## config.mk

```make
export PLATFORM = sky130hd
export DESIGN_NAME = dmr_mode_ctrl
export DESIGN_NICKNAME = d
export VERILOG_FILES = /design/src/inc/dmr_pkg.sv /design/src/verilog/dmr_mode_ctrl.sv /design/src/verilog/dmr_timer.sv
export SDC_FILE = /design/constraint.sdc
export NUM_CORES = 1
export LEC_CHECK = 0
export BUFFER_PORTS_ARGS = -buffer_cell sky130_fd_sc_hd__buf_2
export CAP_MARGIN = 20
export CORE_MARGIN = 1.5
export CORE_UTILIZATION = 50
export DETAILED_ROUTE_END_ITERATION = 8
export PLACE_DENSITY = 0.8
export SYNTH_ARGS = -nofsm -noshare
export SYNTH_HDL_FRONTEND = slang
export SYNTH_SLANG_ARGS = --single-unit
```

## constraint.sdc

```tcl
create_clock -name clk_sys -period 2.9 [get_ports clk_sys]
set_clock_uncertainty 0.05 [all_clocks]
set_input_delay 0 -clock clk_sys [delete_from_list [all_inputs] [get_ports clk_sys]]
set_output_delay 0 -clock clk_sys [all_outputs]
set_load 0.1 [all_outputs]
```

## src/inc/dmr_pkg.sv

```systemverilog
// Functional notes
// - four mode registers, written only by MRS
// - write every register before normal use
// - every MRS drives all address fields
// - consecutive MRS spaced by at least tMRD
// - only MRS/NOP/DES until tMOD elapses
// - reprogram only when idle, CKE high
// - all-low command with BA zero writes MR0
// - MR0 write drives BA2, A13-A15 zero
// - WR code at least the minimum
// - A0-A1 pick BC4, BL8 or on-the-fly
// - fixed BC4 pulls write timing two clocks
// - keep test mode bit A7 at zero
package dmr_pkg;

  // ==========================================================
  // timing
  localparam int CLK_PERIOD_NS = 40;
  localparam int TMRD_CK       = 4;
  localparam int TMOD_NS       = 15;
  localparam int TMOD_MIN_CK   = 12;
  localparam int TMOD_NS_CK    = (TMOD_NS + CLK_PERIOD_NS - 1) / CLK_PERIOD_NS;
  localparam int TMOD_CK       = (TMOD_NS_CK > TMOD_MIN_CK) ? TMOD_NS_CK : TMOD_MIN_CK;
  localparam int TIMER_W       = 4;
  localparam logic [TIMER_W-1:0] TMRD_LOAD = TIMER_W'(TMRD_CK - 1);
  localparam logic [TIMER_W-1:0] TMOD_LOAD = TIMER_W'(TMOD_CK - 1);

  // ==========================================================
  // register map
  localparam int ADDR_W = 4;
  localparam logic [ADDR_W-1:0] OFF_CTRL = 4'h0;
  localparam logic [ADDR_W-1:0] OFF_MR0  = 4'h4;
  localparam logic [ADDR_W-1:0] OFF_MRX  = 4'h8;
  localparam logic [ADDR_W-1:0] OFF_STAT = 4'hc;

  localparam int CTRL_GO     = 0;
  localparam int CTRL_SEL_LO = 1;
  localparam int CTRL_CKE    = 4;
  localparam int CTRL_RST    = 5;

  localparam int STAT_BUSY    = 0;
  localparam int STAT_MRD     = 1;
  localparam int STAT_MOD     = 2;
  localparam int STAT_REFUSED = 3;
  localparam int STAT_INIT    = 4;
  localparam int STAT_BC4FIX  = 5;
  localparam int STAT_WRIT_LO = 8;

  // ==========================================================
  // mode register 0 fields
  localparam int MR_W       = 16;
  localparam int MR_NUM     = 4;
  localparam int MR0_BL_LO  = 0;
  localparam int MR0_BT     = 3;
  localparam int MR0_TM     = 7;
  localparam int MR0_DLL    = 8;
  localparam int MR0_WR_LO  = 9;
  localparam int MR0_RFU_LO = 13;
  localparam logic [1:0] SEL_MR0     = 2'h0;
  localparam logic [1:0] BL_FIX4     = 2'h2;
  localparam logic [2:0] WR_MIN_CODE = 3'h1;
  localparam logic [2:0] WR_MAX_CODE = 3'h0;

  // ==========================================================
  // commands {cs_n, ras_n, cas_n, we_n}
  localparam logic [3:0] CMD_MRS = 4'h0;
  localparam logic [3:0] CMD_NOP = 4'h7;
  localparam logic [3:0] CMD_DES = 4'hf;

  typedef enum logic [2:0] {
    ST_IDLE = 3'h1,
    ST_MRS  = 3'h2,
    ST_WAIT = 3'h4
  } dmr_state_t;

endpackage

```

## src/verilog/dmr_mode_ctrl.sv

```systemverilog
`timescale 1ns/100ps
module dmr_mode_ctrl (
  input  wire logic                          clk_sys,
  input  wire logic                          rst_n,
  input  wire logic [dmr_pkg::ADDR_W-1:0]    regAddr,
  input  wire logic [31:0]                   regWdata,
  input  wire logic                          regWr,
  input  wire logic                          regRd,
  output logic      [31:0]                   regRdata,
  input  wire logic                          devIdle,
  input  wire logic                          userReq,
  input  wire logic [3:0]                    userCmd,
  input  wire logic [2:0]                    userBa,
  input  wire logic [dmr_pkg::MR_W-1:0]      userAddr,
  output logic                               userAck,
  output logic                               ddrResetN,
  output logic                               ddrCke,
  output logic                               ddrCsN,
  output logic                               ddrRasN,
  output logic                               ddrCasN,
  output logic                               ddrWeN,
  output logic      [2:0]                    ddrBa,
  output logic      [dmr_pkg::MR_W-1:0]      ddrAddr
);

  dmr_pkg::dmr_state_t               stateReg;
  dmr_pkg::dmr_state_t               stateNext;
  logic [1:0]                        selReg;
  logic                              ckeReg;
  logic                              rstRelReg;
  logic [dmr_pkg::MR_W-1:0]          mr0Reg;
  logic [dmr_pkg::MR_W-1:0]          mrxReg;
  logic [dmr_pkg::MR_NUM-1:0]        writtenReg;
  logic                              pendReg;
  logic                              refusedReg;
  logic                              userAckReg;
  logic                              mrdRun;
  logic                              modRun;
  logic                              allInit;
  logic                              wrCtrl;
  logic                              wrMr0;
  logic                              wrStat;
  logic                              goReq;
  logic                              goOk;
  logic                              wrCodeOk;
  logic                              issue;
  logic                              userFire;
  logic                              userBad;
  logic                              canIssue;
  logic [2:0]                        wrCode;
  logic [dmr_pkg::MR_W-1:0]          mrsAddr;
  logic [31:0]                       rdMux;

  // ==========================================================
  // decode
  always_comb begin
    wrCtrl   = regWr && (regAddr == dmr_pkg::OFF_CTRL);
    wrMr0    = regWr && (regAddr == dmr_pkg::OFF_MR0);
    wrStat   = regWr && (regAddr == dmr_pkg::OFF_STAT);
    goReq    = wrCtrl && regWdata[dmr_pkg::CTRL_GO];
    allInit  = &writtenReg;
    wrCode   = mr0Reg[dmr_pkg::MR0_WR_LO +: 3];
    // code zero is the longest recovery, so it always passes
    wrCodeOk = (wrCode == dmr_pkg::WR_MAX_CODE) || (wrCode >= dmr_pkg::WR_MIN_CODE);
    goOk     = !pendReg && (stateReg == dmr_pkg::ST_IDLE) && devIdle && ckeReg
               && ((regWdata[dmr_pkg::CTRL_SEL_LO +: 2] != dmr_pkg::SEL_MR0) || wrCodeOk);
    canIssue = (stateReg != dmr_pkg::ST_MRS) && !mrdRun;
    issue    = pendReg && canIssue && devIdle && ckeReg;
    userBad  = (userCmd == dmr_pkg::CMD_MRS);
    userFire = userReq && !userAckReg && !userBad && (stateReg == dmr_pkg::ST_IDLE)
               && !modRun && !pendReg && allInit;
  end

  // ==========================================================
  // control register
  always_ff @(posedge clk_sys) begin
    if (!rst_n) begin
      selReg    <= 2'h0;
      ckeReg    <= 1'b0;
      rstRelReg <= 1'b0;
    end else if (wrCtrl) begin
      ckeReg    <= regWdata[dmr_pkg::CTRL_CKE];
      rstRelReg <= regWdata[dmr_pkg::CTRL_RST];
      if (goReq && goOk) begin
        selReg <= regWdata[dmr_pkg::CTRL_SEL_LO +: 2];
      end
    end
  end

  // ==========================================================
  // mode register shadows
  // MR0 test mode and reserved bits are never stored, so they never reach the pins
  always_ff @(posedge clk_sys) begin
    if (!rst_n) begin
      mr0Reg <= 16'h0000;
    end else if (wrMr0) begin
      mr0Reg <= regWdata[dmr_pkg::MR_W-1:0];
      mr0Reg[dmr_pkg::MR0_TM] <= 1'b0;
      mr0Reg[dmr_pkg::MR_W-1:dmr_pkg::MR0_RFU_LO] <= 3'h0;
    end else if (issue && (selReg == dmr_pkg::SEL_MR0)) begin
      mr0Reg[dmr_pkg::MR0_DLL] <= 1'b0;
    end
  end

  always_ff @(posedge clk_sys) begin
    if (!rst_n) begin
      mrxReg <= 16'h0000;
    end else if (regWr && (regAddr == dmr_pkg::OFF_MRX)) begin
      mrxReg <= regWdata[dmr_pkg::MR_W-1:0];
    end
  end

  // ==========================================================
  // pending order and sticky flags
  always_ff @(posedge clk_sys) begin
    if (!rst_n) begin
      pendReg <= 1'b0;
    end else if (goReq && goOk) begin
      pendReg <= 1'b1;
    end else if (issue) begin
      pendReg <= 1'b0;
    end
  end

  // set wins over a clear in the same cycle
  always_ff @(posedge clk_sys) begin
    if (!rst_n) begin
      refusedReg <= 1'b0;
    end else if ((goReq && !goOk) || (userReq && !userAckReg && userBad)) begin
      refusedReg <= 1'b1;
    end else if (wrStat && regWdata[dmr_pkg::STAT_REFUSED]) begin
      refusedReg <= 1'b0;
    end
  end

  always_ff @(posedge clk_sys) begin
    if (!rst_n) begin
      writtenReg <= 4'h0;
    end else if (issue) begin
      writtenReg[selReg] <= 1'b1;
    end
  end

  // ==========================================================
  // sequencer
  always_comb begin
    stateNext = stateReg;
    case (stateReg)
      dmr_pkg::ST_IDLE: begin
        if (issue) begin
          stateNext = dmr_pkg::ST_MRS;
        end
      end
      dmr_pkg::ST_MRS: begin
        stateNext = dmr_pkg::ST_WAIT;
      end
      dmr_pkg::ST_WAIT: begin
        if (issue) begin
          stateNext = dmr_pkg::ST_MRS;
        end else if (!modRun) begin
          stateNext = dmr_pkg::ST_IDLE;
        end
      end
      default: begin
        stateNext = dmr_pkg::ST_IDLE;
      end
    endcase
  end

  always_ff @(posedge clk_sys) begin
    if (!rst_n) begin
      stateReg <= dmr_pkg::ST_IDLE;
    end else begin
      stateReg <= stateNext;
    end
  end

  dmr_timer #(
    .W    (dmr_pkg::TIMER_W),
    .LOAD (dmr_pkg::TMRD_LOAD)
  ) uMrd (
    .clk_sys (clk_sys),
    .rst_n   (rst_n),
    .start   (issue),
    .running (mrdRun)
  );

  dmr_timer #(
    .W    (dmr_pkg::TIMER_W),
    .LOAD (dmr_pkg::TMOD_LOAD)
  ) uMod (
    .clk_sys (clk_sys),
    .rst_n   (rst_n),
    .start   (issue),
    .running (modRun)
  );

  // ==========================================================
  // device pins
  always_comb begin
    // whole register image every time, never a partial update
    if (selReg == dmr_pkg::SEL_MR0) begin
      mrsAddr = mr0Reg;
    end else begin
      mrsAddr = mrxReg;
    end
    mrsAddr[dmr_pkg::MR_W-1:dmr_pkg::MR0_RFU_LO] = 3'h0;
  end

  always_ff @(posedge clk_sys) begin
    if (!rst_n) begin
      {ddrCsN, ddrRasN, ddrCasN, ddrWeN} <= dmr_pkg::CMD_DES;
      ddrBa   <= 3'h0;
      ddrAddr <= 16'h0000;
    end else if (issue) begin
      {ddrCsN, ddrRasN, ddrCasN, ddrWeN} <= dmr_pkg::CMD_MRS;
      ddrBa   <= {1'b0, selReg};
      ddrAddr <= mrsAddr;
    end else if (userFire) begin
      {ddrCsN, ddrRasN, ddrCasN, ddrWeN} <= userCmd;
      ddrBa   <= userBa;
      ddrAddr <= userAddr;
    end else begin
      {ddrCsN, ddrRasN, ddrCasN, ddrWeN} <= dmr_pkg::CMD_NOP;
      ddrBa   <= 3'h0;
      ddrAddr <= 16'h0000;
    end
  end

  always_ff @(posedge clk_sys) begin
    if (!rst_n) begin
      ddrResetN <= 1'b0;
      ddrCke    <= 1'b0;
    end else begin
      ddrResetN <= rstRelReg;
      ddrCke    <= ckeReg;
    end
  end

  always_ff @(posedge clk_sys) begin
    if (!rst_n) begin
      userAckReg <= 1'b0;
    end else begin
      userAckReg <= userFire || (userReq && !userAckReg && userBad);
    end
  end

  always_comb begin
    userAck = userAckReg;
  end

  // ==========================================================
  // read port, data one cycle after the strobe
  always_comb begin
    rdMux = 32'h0000_0000;
    case (regAddr)
      dmr_pkg::OFF_CTRL: begin
        rdMux[dmr_pkg::CTRL_SEL_LO +: 2] = selReg;
        rdMux[dmr_pkg::CTRL_CKE]         = ckeReg;
        rdMux[dmr_pkg::CTRL_RST]         = rstRelReg;
      end
      dmr_pkg::OFF_MR0: begin
        rdMux[dmr_pkg::MR_W-1:0] = mr0Reg;
      end
      dmr_pkg::OFF_MRX: begin
        rdMux[dmr_pkg::MR_W-1:0] = mrxReg;
      end
      dmr_pkg::OFF_STAT: begin
        rdMux[dmr_pkg::STAT_BUSY]    = pendReg || (stateReg != dmr_pkg::ST_IDLE);
        rdMux[dmr_pkg::STAT_MRD]     = mrdRun;
        rdMux[dmr_pkg::STAT_MOD]     = modRun;
        rdMux[dmr_pkg::STAT_REFUSED] = refusedReg;
        rdMux[dmr_pkg::STAT_INIT]    = allInit;
        // fixed chop pulls write recovery in by two clocks
        rdMux[dmr_pkg::STAT_BC4FIX]  = (mr0Reg[dmr_pkg::MR0_BL_LO +: 2] == dmr_pkg::BL_FIX4);
        rdMux[dmr_pkg::STAT_WRIT_LO +: dmr_pkg::MR_NUM] = writtenReg;
      end
      default: begin
        rdMux = 32'h0000_0000;
      end
    endcase
  end

  always_ff @(posedge clk_sys) begin
    if (!rst_n) begin
      regRdata <= 32'h0000_0000;
    end else if (regRd) begin
      regRdata <= rdMux;
    end else begin
      regRdata <= 32'h0000_0000;
    end
  end
endmodule

```

## src/verilog/dmr_timer.sv

```systemverilog
`timescale 1ns/100ps
module dmr_timer #(
  parameter int                             W    = 4,
  parameter logic [W-1:0]                   LOAD = '0
) (
  input  wire logic                         clk_sys,
  input  wire logic                         rst_n,
  input  wire logic                         start,
  output logic                              running
);

  logic [W-1:0] countReg;

  // ==========================================================
  // down counter, loaded on start
  always_ff @(posedge clk_sys) begin
    if (!rst_n) begin
      countReg <= '0;
    end else if (start) begin
      countReg <= LOAD;
    end else if (countReg != '0) begin
      countReg <= countReg - W'(1);
    end
  end

  always_comb begin
    running = (countReg != '0);
  end

endmodule
```

==> impl_metrics.csv, run 1 <==
group,metric,value,unit
cts,root_buffer,"clkbuf_8",
setup_path,cp_max_fo,20,
synthesis,synth_cells,400,
layout,layout_common_cells,"dfxtp_1, buf_2, nand2_1, dlygate4sd3_1, a21oi_1",
cts,insertion_delay,0.36,ns
route,detail-route-antenna-nets,0,
synthesis,synth_top_family_by_area,"simple AND/OR/NAND/NOR gates",
sta,fmax,391,MHz
placed_design,place_ws,0.569,ns
setup_path,cp_cell_sequence,"inv_1 > ha_1 > or3b_1 > or3_4 > nand2_1 > o21ai_0 > dlygate4sd3_1",
setup_path,cp_slowest_cell,"dlygate4sd3_1",
route,firstDrtPassIters,5,
sta,slew_viol_final,0,
layout,final_cells,628,
setup_path,cpLargestDelayFamily,"simple AND/OR/NAND/NOR gates",
route,viasPerCell,5.31,
synthesis,synthFlopType,"dfxtp_1",
setup_path,criticalPathCategory,"reg2reg",
power_and_ir_drop,powerDensity,542,mW/mm2
synthesis,ys_seq_area_share,49.0,%
synthesis,synth_xor_area_share,0.472,%
die,fp.dieArea,0.00796,mm2
global_routing,grt_overflow,0,
die,die_x,89.2,um
placed_design,placed_cells,571,
placed_design,gp_congestion,0.842,
layout,layout_commonest_cell,"dfxtp_1",
cts,cts_resized,0,
sta,setup_viol,0,
synthesis,synthArstFlopShare,0,%
die,die_y,89.2,um
synthesis,synth_compound_area_share,14.4,%
route,post_drt_wl_per_cell,15.1,um
placed_design,hpwl,6100,um
cts,cts.clk_slew.worst_paths,0.09,ns
global_routing,grt_antenna_before_repair,0,
cts,clock_sinks,91,
power_and_ir_drop,vdd_drop_max,0.365,mV
die,design.core.area,0.00721,mm2
flow_run,maxCapViolCount,0,
setup_path,crit_buf_inv,2,
setup_path,crit_path_end_kind,"flip-flop",
sta,period_needed,2.56,ns
synthesis,synth_area_per_cell,9.29,um2
sta,rsz0062_at_grt,"false",
cts,cts_made_buffers,9,
route,vias,3334,
hold_path,hold_class,"in2reg",
route,wl,9490,um
layout,diodes,0,
sta,whs,0.0511,ns
layout,drive_above_1_share,25.1,%
synthesis,synth_top_area_share,49.0,%
synthesis,yosysTopAreaCell,"dfxtp_1",
synthesis,synth.ff_latch_count,91,
synthesis,synth_edf_count,0,
layout,utilization,66.2,%
placed_design,port_buffers,90,
cts,postCtsSetupRepairBufs,0,
power_and_ir_drop,p_leak,2.08,nW
layout,nets,591,
layout,syn2layout_area_growth,28.6,%
sta,finalSetupTns,0,ns
synthesis,synth-simple-area-share,19.8,%
route,first_iter_violations,343,
setup_path,arrival,2.76,ns
synthesis,synth_mux_area_share,8.02,%
setup_path,start_kind,"flip-flop",
die,rows,31,
global_routing,grt_pass1_vias,3096,
sta,setup_ws,0.340,ns
cts,cts_tree,"done",
synthesis,synthAdderAreaFrac,0.674,%
synthesis,synth.distinct_cells,51,
sta,slew_headroom,50.6,%
die,start_util,51.5,%
setup_path,cpPeakStageDelay,0.57,ns
synthesis,synth.area.top_cells,"dfxtp_1, nand2_1, a21oi_1, mux2i_1, buf_4",
global_routing,grt_max_degree,21,
route,drc,0,
synthesis,synthesis.area,0.00371,mm2
global_routing,grt_usage,25.1,%
setup_path,required,3.10,ns
outcome,status,"complete, no violations",
synthesis,synth_warnings,0,
sta,tightest_slew,0.741,ns
global_routing,grt_pass1_wl,15000,um
cts,htreeDepth,3,
layout,fillers,589,
sta,final_hold_viol_count,0,
setup_path,r2r_slack,0.34,ns
cts,ctsLongestPathBuffers,2,
sta,fin_crit_sh,88.3,%
die,ioPinCount,123,
-- cells by family after synthesis --
family	after synthesis
other	1
multiplexers	25
adder cells (fa/ha/maj)	2
AND/OR/NAND/NOR	151
buffers and inverters	50
AO/OA/AOI/OAI	78
flip-flops	91
XOR/XNOR	2
-- stage by stage --
step | total power, mW | cell area [um2]
CTS | 2.60 | 4780
global placement | 1.67 | 4160
detailed placement | 1.68 | 4160
global route | 2.70 | 4780
finish | 2.59 | 4780
floorplan | 1.64 | 3770
-- layout make-up --
cell class / instances / area [um2] / area share (%)
Clock buffer: 9 / 124 / 2.59
Clock inverter: 7 / 80.1 / 1.68
Inverter: 8 / 30.0 / 0.628
Multi-Input combinational cell: 274 / 1670 / 35.0
Sequential cell: 91 / 1820 / 38.1
Tap cell: 99 / 124 / 2.59
Timing Repair Buffer: 140 / 928 / 19.4
-- layer usage --
| layer | track usage (%) | wire (um) | vias to the layer above |
|---|---|---|---|
| met2 | 42.7 | 4770 | 155 |
| met3 | 6.09 | 647 | 30 |
| li1 | - | - | 1587 |
| met1 | 30.7 | 3820 | 1562 |
| met4 | 10.1 | 262 | 0 |
| met5 | 0 | 0 | - |
-- cells in the mapped netlist (2+ instances only) --
library cell and count:
buf_6 2, nand3_1 6, nor3b_1 5, ha_1 2, and4_1 2, o21ai_0 4
nand4_1 2, nor2_1 25, o2bb2ai_1 8, buf_4 16, nor4b_1 2, and3_1 3
buf_2 4, clkbuf_1 18, a21oi_1 34, mux2i_1 17, nand3b_1 2, nor3_1 7
dfxtp_1 91, a31oi_1 2, a22oi_1 9, a22o_1 2, and2_1 8, o32ai_2 3
inv_1 8, mux2_2 5, a211oi_1 2, nand2_1 71, mux4_2 2, o21a_1 7
o31ai_1 2, o31a_2 2, nor2b_1 9
-- flip-flops by register name, summed over array words and instances, names as in the netlist, 2 cells and up --
signal,count
ddrAddr,16
mrxReg,16
regRdata,16
mr0Reg,12
uMod.countReg,4
uMrd.countReg,4
writtenReg,4
ddrBa,3
stateReg,3
selReg,2
-- repair_timing --
item | CTS | global route
setup endpoints to repair | 0 | 0
hold endpoints to repair | 62 | 0
hold buffers | 41 | 0
-- path summary, 6_finish.rpt --
check / cells after the start / end / from
hold reg to reg: 2 / mrxReg[15]$_SDFFE_PN0P_ / mrxReg[15]$_SDFFE_PN0P_
setup reg to reg: 7 / ddrCsN$_SDFF_PN1_ / uMrd.countReg[0]$_SDFFE_PN0P_
hold / removal: 4 / ddrAddr[7]$_SDFF_PN0_ / userReq
setup / recovery: 7 / ddrCsN$_SDFF_PN1_ / uMrd.countReg[0]$_SDFFE_PN0P_
-- worst min-delay path: stages --
cell and delay, ns:
buf_2 0.09, nor2b_1 0.17, nand4_1 0.10, a21oi_1 0.06
-- where the power goes --
group	switching, mW	internal (mW)	total [mW]
registers	0.0251	1.28	1.31
clock network	0.480	0.412	0.892
logic	0.241	0.148	0.389
total	0.746	1.84	2.59
Power figures use the tool's default switching activity.
==> inputs of run 2 (changes only) <==
RECOVER_POWER = 50   (was unset)
==> run 2 against run 1 <==
Setup slack got worse by 0.030 ns. Worst hold slack got worse by 0.0020 ns. Non-clock buffer count unchanged. Critical endpoint unchanged. Highest routed layer unchanged.
==> impl_metrics.csv, run 2 (synthesis gave the netlist of run 1 again) <==
group,metric,value,unit
sta,whs,0.0491,ns
sta,fmax,386,MHz
route,wl,9510,um
layout,fillers,616,
die,rows,31,
die,fp.dieArea,0.00796,mm2
route,detail-route-antenna-nets,0,
layout,ff_latch_area,0.00182,mm2
placed_design,placedInstanceArea,0.00416,mm2
layout,diodes,0,
sta,setup_viol,0,
sta,slew_viol_final,0,
setup_path,cp_max_fo,20,
cts,insertion_delay,0.36,ns
setup_path,criticalPathCategory,"reg2reg",
route,vias,3366,
cts,cts_made_buffers,9,
die,die_y,89.2,um
route,post_drt_wl_per_cell,15.1,um
flow_run,maxCapViolCount,0,
route,first_iter_violations,340,
setup_path,required,3.10,ns
cts,cts_resized,0,
sta,fin_crit_sh,89.3,%
outcome,status,"complete, no violations",
layout,syn2layout_area_growth,27.0,%
layout,fin_area,0.00472,mm2
cts,clock_sinks,91,
layout,layout_common_cells,"dfxtp_1, nand2_1, buf_2, clkbuf_1, dlygate4sd3_1",
die,ioPinCount,123,
layout,largestRegisters,"ddrAddr: 16 flops, mrxReg: 16 flops, regRdata: 16 flops",
sta,tightest_slew,1.23,ns
sta,slew_headroom,18.3,%
placed_design,gp_congestion,0.842,
setup_path,arrival,2.79,ns
setup_path,start_kind,"flip-flop",
route,firstDrtPassIters,6,
global_routing,grt_usage,25.1,%
setup_path,crit_path_end_kind,"flip-flop",
cts,ctsLongestPathBuffers,2,
global_routing,grt_antenna_before_repair,0,
sta,final_hold_viol_count,0,
sta,finalSetupTns,0,ns
layout,layout_commonest_cell,"dfxtp_1",
layout,drive_above_1_share,16.6,%
placed_design,port_buffers,90,
layout,nets,591,
sta,period_needed,2.59,ns
cts,postCtsSetupRepairBufs,0,
global_routing,grt_pass1_wl,15000,um
power_and_ir_drop,p_leak,1.89,nW
route,viasPerCell,5.36,
power_and_ir_drop,powerDensity,549,mW/mm2
global_routing,grt_max_degree,21,
cts,cts.clk_slew.worst_paths,0.09,ns
sta,rsz0062_at_grt,"false",
placed_design,hpwl,6100,um
power_and_ir_drop,vdd_drop_max,0.365,mV
global_routing,grt_overflow,0,
die,die_x,89.2,um
cts,root_buffer,"clkbuf_8",
global_routing,grt_pass1_vias,3096,
cts,htreeDepth,3,
cts,cts_tree,"done",
route,drc,0,
layout,multi_input_area,0.00167,mm2
hold_path,hold_class,"in2reg",
die,start_util,51.5,%
die,design.core.area,0.00721,mm2
run 2: changes by cell type in the layout (fill, tap and decap cells not counted):
cell,before,now
clkbuf_1,0,45
buf_4,9,7
and2_1,8,7
buf_2,90,47
and2_0,0,1
run 2: worst max-delay path, cell delays in order, from the launching register on:
cell           delay (ns)
dfxtp_1              0.34
inv_1                0.09
ha_1                 0.17
or3b_1               0.47
or3_4                0.56
nand2_1              0.12
o21ai_0              0.08
dlygate4sd3_1        0.59
run 2: power by group:
part           leakage (nW)  total, mW  switching [mW]  internal [mW]
Sequential            0.735       1.31          0.0253           1.28
Clock                 0.103      0.892           0.480          0.412
Combinational          1.05      0.387           0.241          0.146
run 2: cell type report:
type                       count  area share, %
timing repair buffer         140           18.4
clock buffer                   9           2.63
sequential                    91           38.6
multi-input combinational    274           35.4
tap                           99           2.63
inverter                       8          0.637
clock inverter                 7           1.70
run 2: metal layers:
metal | vias up | track usage, % | share of wire [%]
li1 | 1597 | - | -
met1 | 1569 | 30.7 | 40
met2 | 167 | 42.7 | 50
met3 | 33 | 6.09 | 7.0
met4 | 0 | 10.1 | 3.0
met5 | - | 0 | 0
run 2: repair_timing:
item | 4_1_cts | 5_1_grt
setup endpoints to repair | 0 | 0
hold buffers | 41 | 0
hold endpoints to repair | 62 | 0
run 2: per-stage QoR:
| step | utilization, % | setup WS [ns] | instances | power [mW] |
|---|---|---|---|---|
| finish | 65.4 | 0.310 | 628 | 2.59 |
| global route | 65.4 | 0.195 | 628 | 2.69 |
| CTS | 66.2 | 0.362 | 628 | 2.60 |
| detailed placement | 57.7 | 0.569 | 571 | 1.68 |
| global placement | 57.7 | 0.665 | 571 | 1.67 |
| floorplan | - | 0.869 | 415 | 1.64 |
run 2: path summary, 6_finish.rpt:
path / start / cells past startpoint / slack [ns] / end
max: uMrd.countReg[0]$_SDFFE_PN0P_ / 7 / 0.31 / ddrCsN$_SDFF_PN1_
min: userReq / 4 / 0.05 / ddrAddr[7]$_SDFF_PN0_
max reg2reg: uMrd.countReg[0]$_SDFFE_PN0P_ / 7 / 0.31 / ddrCsN$_SDFF_PN1_
min reg2reg: mrxReg[15]$_SDFFE_PN0P_ / 2 / 0.41 / mrxReg[15]$_SDFFE_PN0P_
==> inputs of run 3 (changes only) <==
PLACE_DENSITY = 0.79   (was 0.8)
==> run 3 against run 2 <==
Worst hold slack worse by 0.012 ns. Fmax up 8.5%. Sequential power about the same. Sequential share of layout area down 0.072 points. Register-to-register slack better by 0.24 ns. Setup slack better by 0.20 ns. Flip-flop and latch count unchanged. Combinational power about the same. Critical endpoint is now regRdata[14]$_SDFF_PN0_.
==> impl_metrics.csv, run 3 (synthesis gave the netlist of run 1 again) <==
group,metric,value,unit
outcome,status,"complete, no violations",
route,firstDrtPassIters,4,
flow_run,maxCapViolCount,0,
global_routing,grt_antenna_before_repair,0,
sta,whs,0.0368,ns
global_routing,grt_pass1_wl,14200,um
layout,layout_commonest_cell,"dfxtp_1",
route,first_iter_violations,250,
setup_path,required,3.15,ns
die,fp.dieArea,0.00796,mm2
layout,ff_latch_area,0.00182,mm2
route,vias,3251,
placed_design,hpwl,5830,um
cts,ctsLongestPathBuffers,2,
setup_path,r2r_start,"uMrd.countReg[0]$_SDFFE_PN0P_",
placed_design,port_buffers,90,
layout,syn2layout_area_growth,27.2,%
sta,fin_crit_sh,82.3,%
sta,rsz0062_at_grt,"false",
global_routing,grt_overflow,0,
setup_path,arrival,2.64,ns
cts,postCtsSetupRepairBufs,0,
cts,cts_made_buffers,9,
sta,fmax,419,MHz
power_and_ir_drop,switching_share,27.1,%
cts,insertion_delay,0.36,ns
die,ioPinCount,123,
sta,finalSetupTns,0,ns
layout,fillers,625,
route,viasPerCell,5.19,
route,detail-route-antenna-nets,0,
sta,period_needed,2.39,ns
die,die_x,89.2,um
power_and_ir_drop,power_frac_comb,14.5,%
global_routing,grt_usage,23.6,%
sta,slew_headroom,21.8,%
layout,largestRegisters,"ddrAddr: 16 flops, mrxReg: 16 flops, regRdata: 16 flops",
setup_path,crit_path_end_kind,"flip-flop",
placed_design,gp_congestion,0.816,
route,drc,0,
die,rows,31,
cts,cts_tree,"done",
setup_path,rr_worst_depth,6,
setup_path,start_kind,"input pin",
global_routing,grt_pass1_vias,3029,
power_and_ir_drop,powerDensity,563,mW/mm2
setup_path,cp-endpoint,"regRdata[14]$_SDFF_PN0_",
layout,diodes,0,
sta,tightest_slew,1.18,ns
route,wl,9200,um
setup_path,cp_max_fo,19,
hold_path,hold_class,"in2reg",
power_and_ir_drop,p_leak,1.90,nW
layout,drive_above_1_share,16.9,%
global_routing,grt_max_degree,47,
power_and_ir_drop,power.internal,1.94,mW
power_and_ir_drop,pwr-share-seq,49.2,%
layout,nets,589,
power_and_ir_drop,clkPwrFrac,36.3,%
layout,multi_input_area,0.00167,mm2
cts,htreeDepth,3,
hold_path,worstHoldStart,"userReq",
route,post_drt_wl_per_cell,14.7,um
cts,clock_sinks,91,
power_and_ir_drop,switchingPower,0.721,mW
setup_path,r2r_slack,0.55,ns
sta,final_hold_viol_count,0,
layout,layout_common_cells,"dfxtp_1, nand2_1, buf_2, clkbuf_1, dlygate4sd3_1",
sta,setup_viol,0,
setup_path,r2r-end,"stateReg[0]$_SDFFE_PN1P_",
die,die_y,89.2,um
die,design.core.area,0.00721,mm2
power_and_ir_drop,vdd_drop_max,0.456,mV
setup_path,startpoint,"rst_n",
cts,cts.clk_slew.worst_paths,0.09,ns
cts,root_buffer,"clkbuf_8",
layout,utilization,65.5,%
setup_path,criticalPathCategory,"in2reg",
die,start_util,51.5,%
sta,slew_viol_final,0,
==> run 3: worst min-delay path by stage <==
stage / endpoint / slack [ns] / depth (start not counted)
after global routing: ddrAddr[7]$_SDFF_PN0_ / 0.09 / 4
after floorplan: ddrAddr[13]$_SDFF_PP0_ / 0.06 / 2
final: userAck$_SDFF_PN0_ / 0.04 / 4
after detailed placement: ddrAddr[0]$_SDFF_PN0_ / 0.15 / 2
after global placement: ddrAddr[3]$_SDFF_PN0_ / 0.15 / 2
after CTS: userAck$_SDFF_PN0_ / 0.02 / 4
==> run 3: final cells by class <==
type,count,area share (%)
clock inverters,6,1.85
clock buffers,10,2.91
flip-flops and latches,91,38.5
repair buffers,138,18.1
inverters,8,0.635
multi-input cells,274,35.3
well taps,99,2.62
==> run 3: power by group through the flow <==
stage | clock (mW) | sequential, mW | combinational, mW
final | 0.966 | 1.31 | 0.386
after global routing | 1.02 | 1.31 | 0.417
after CTS | 0.969 | 1.31 | 0.384
after detailed placement | 0 | 1.34 | 0.342
after global placement | 0 | 1.34 | 0.329
after floorplan | 0 | 1.34 | 0.299
==> run 3: repair_timing <==
item | in CTS | in global routing
resized for setup | 0 | 0
hold buffers | 40 | 0
endpoints found under the hold margin | 58 | 0
==> run 3: metal layers <==
layer	vias to the layer above	track usage [%]	part of all wire, %
li1	1592	-	-
met5	-	0	0
met1	1535	30.1	44
met2	109	39.4	49
met4	0	10.3	1.8
met3	15	4.06	5.7
==> run 3: worst max-delay path, stage by stage <==
cell and delay, ns:
dlygate4sd3_1 0.53, clkbuf_1 0.67, nand3_1 0.68, nor3b_1 0.55, and2_1 0.19
==> run 3: through the flow <==
step | power, mW | std cells | setup WS, ns | area (um2)
6_report | 2.66 | 626 | 0.514 | 4730
3_3_place_gp | 1.66 | 570 | 0.676 | 4160
5_1_grt | 2.75 | 626 | 0.302 | 4730
3_5_place_dp | 1.68 | 570 | 0.585 | 4160
2_1_floorplan | 1.64 | 415 | 0.869 | 3770
4_1_cts | 2.66 | 626 | 0.583 | 4780
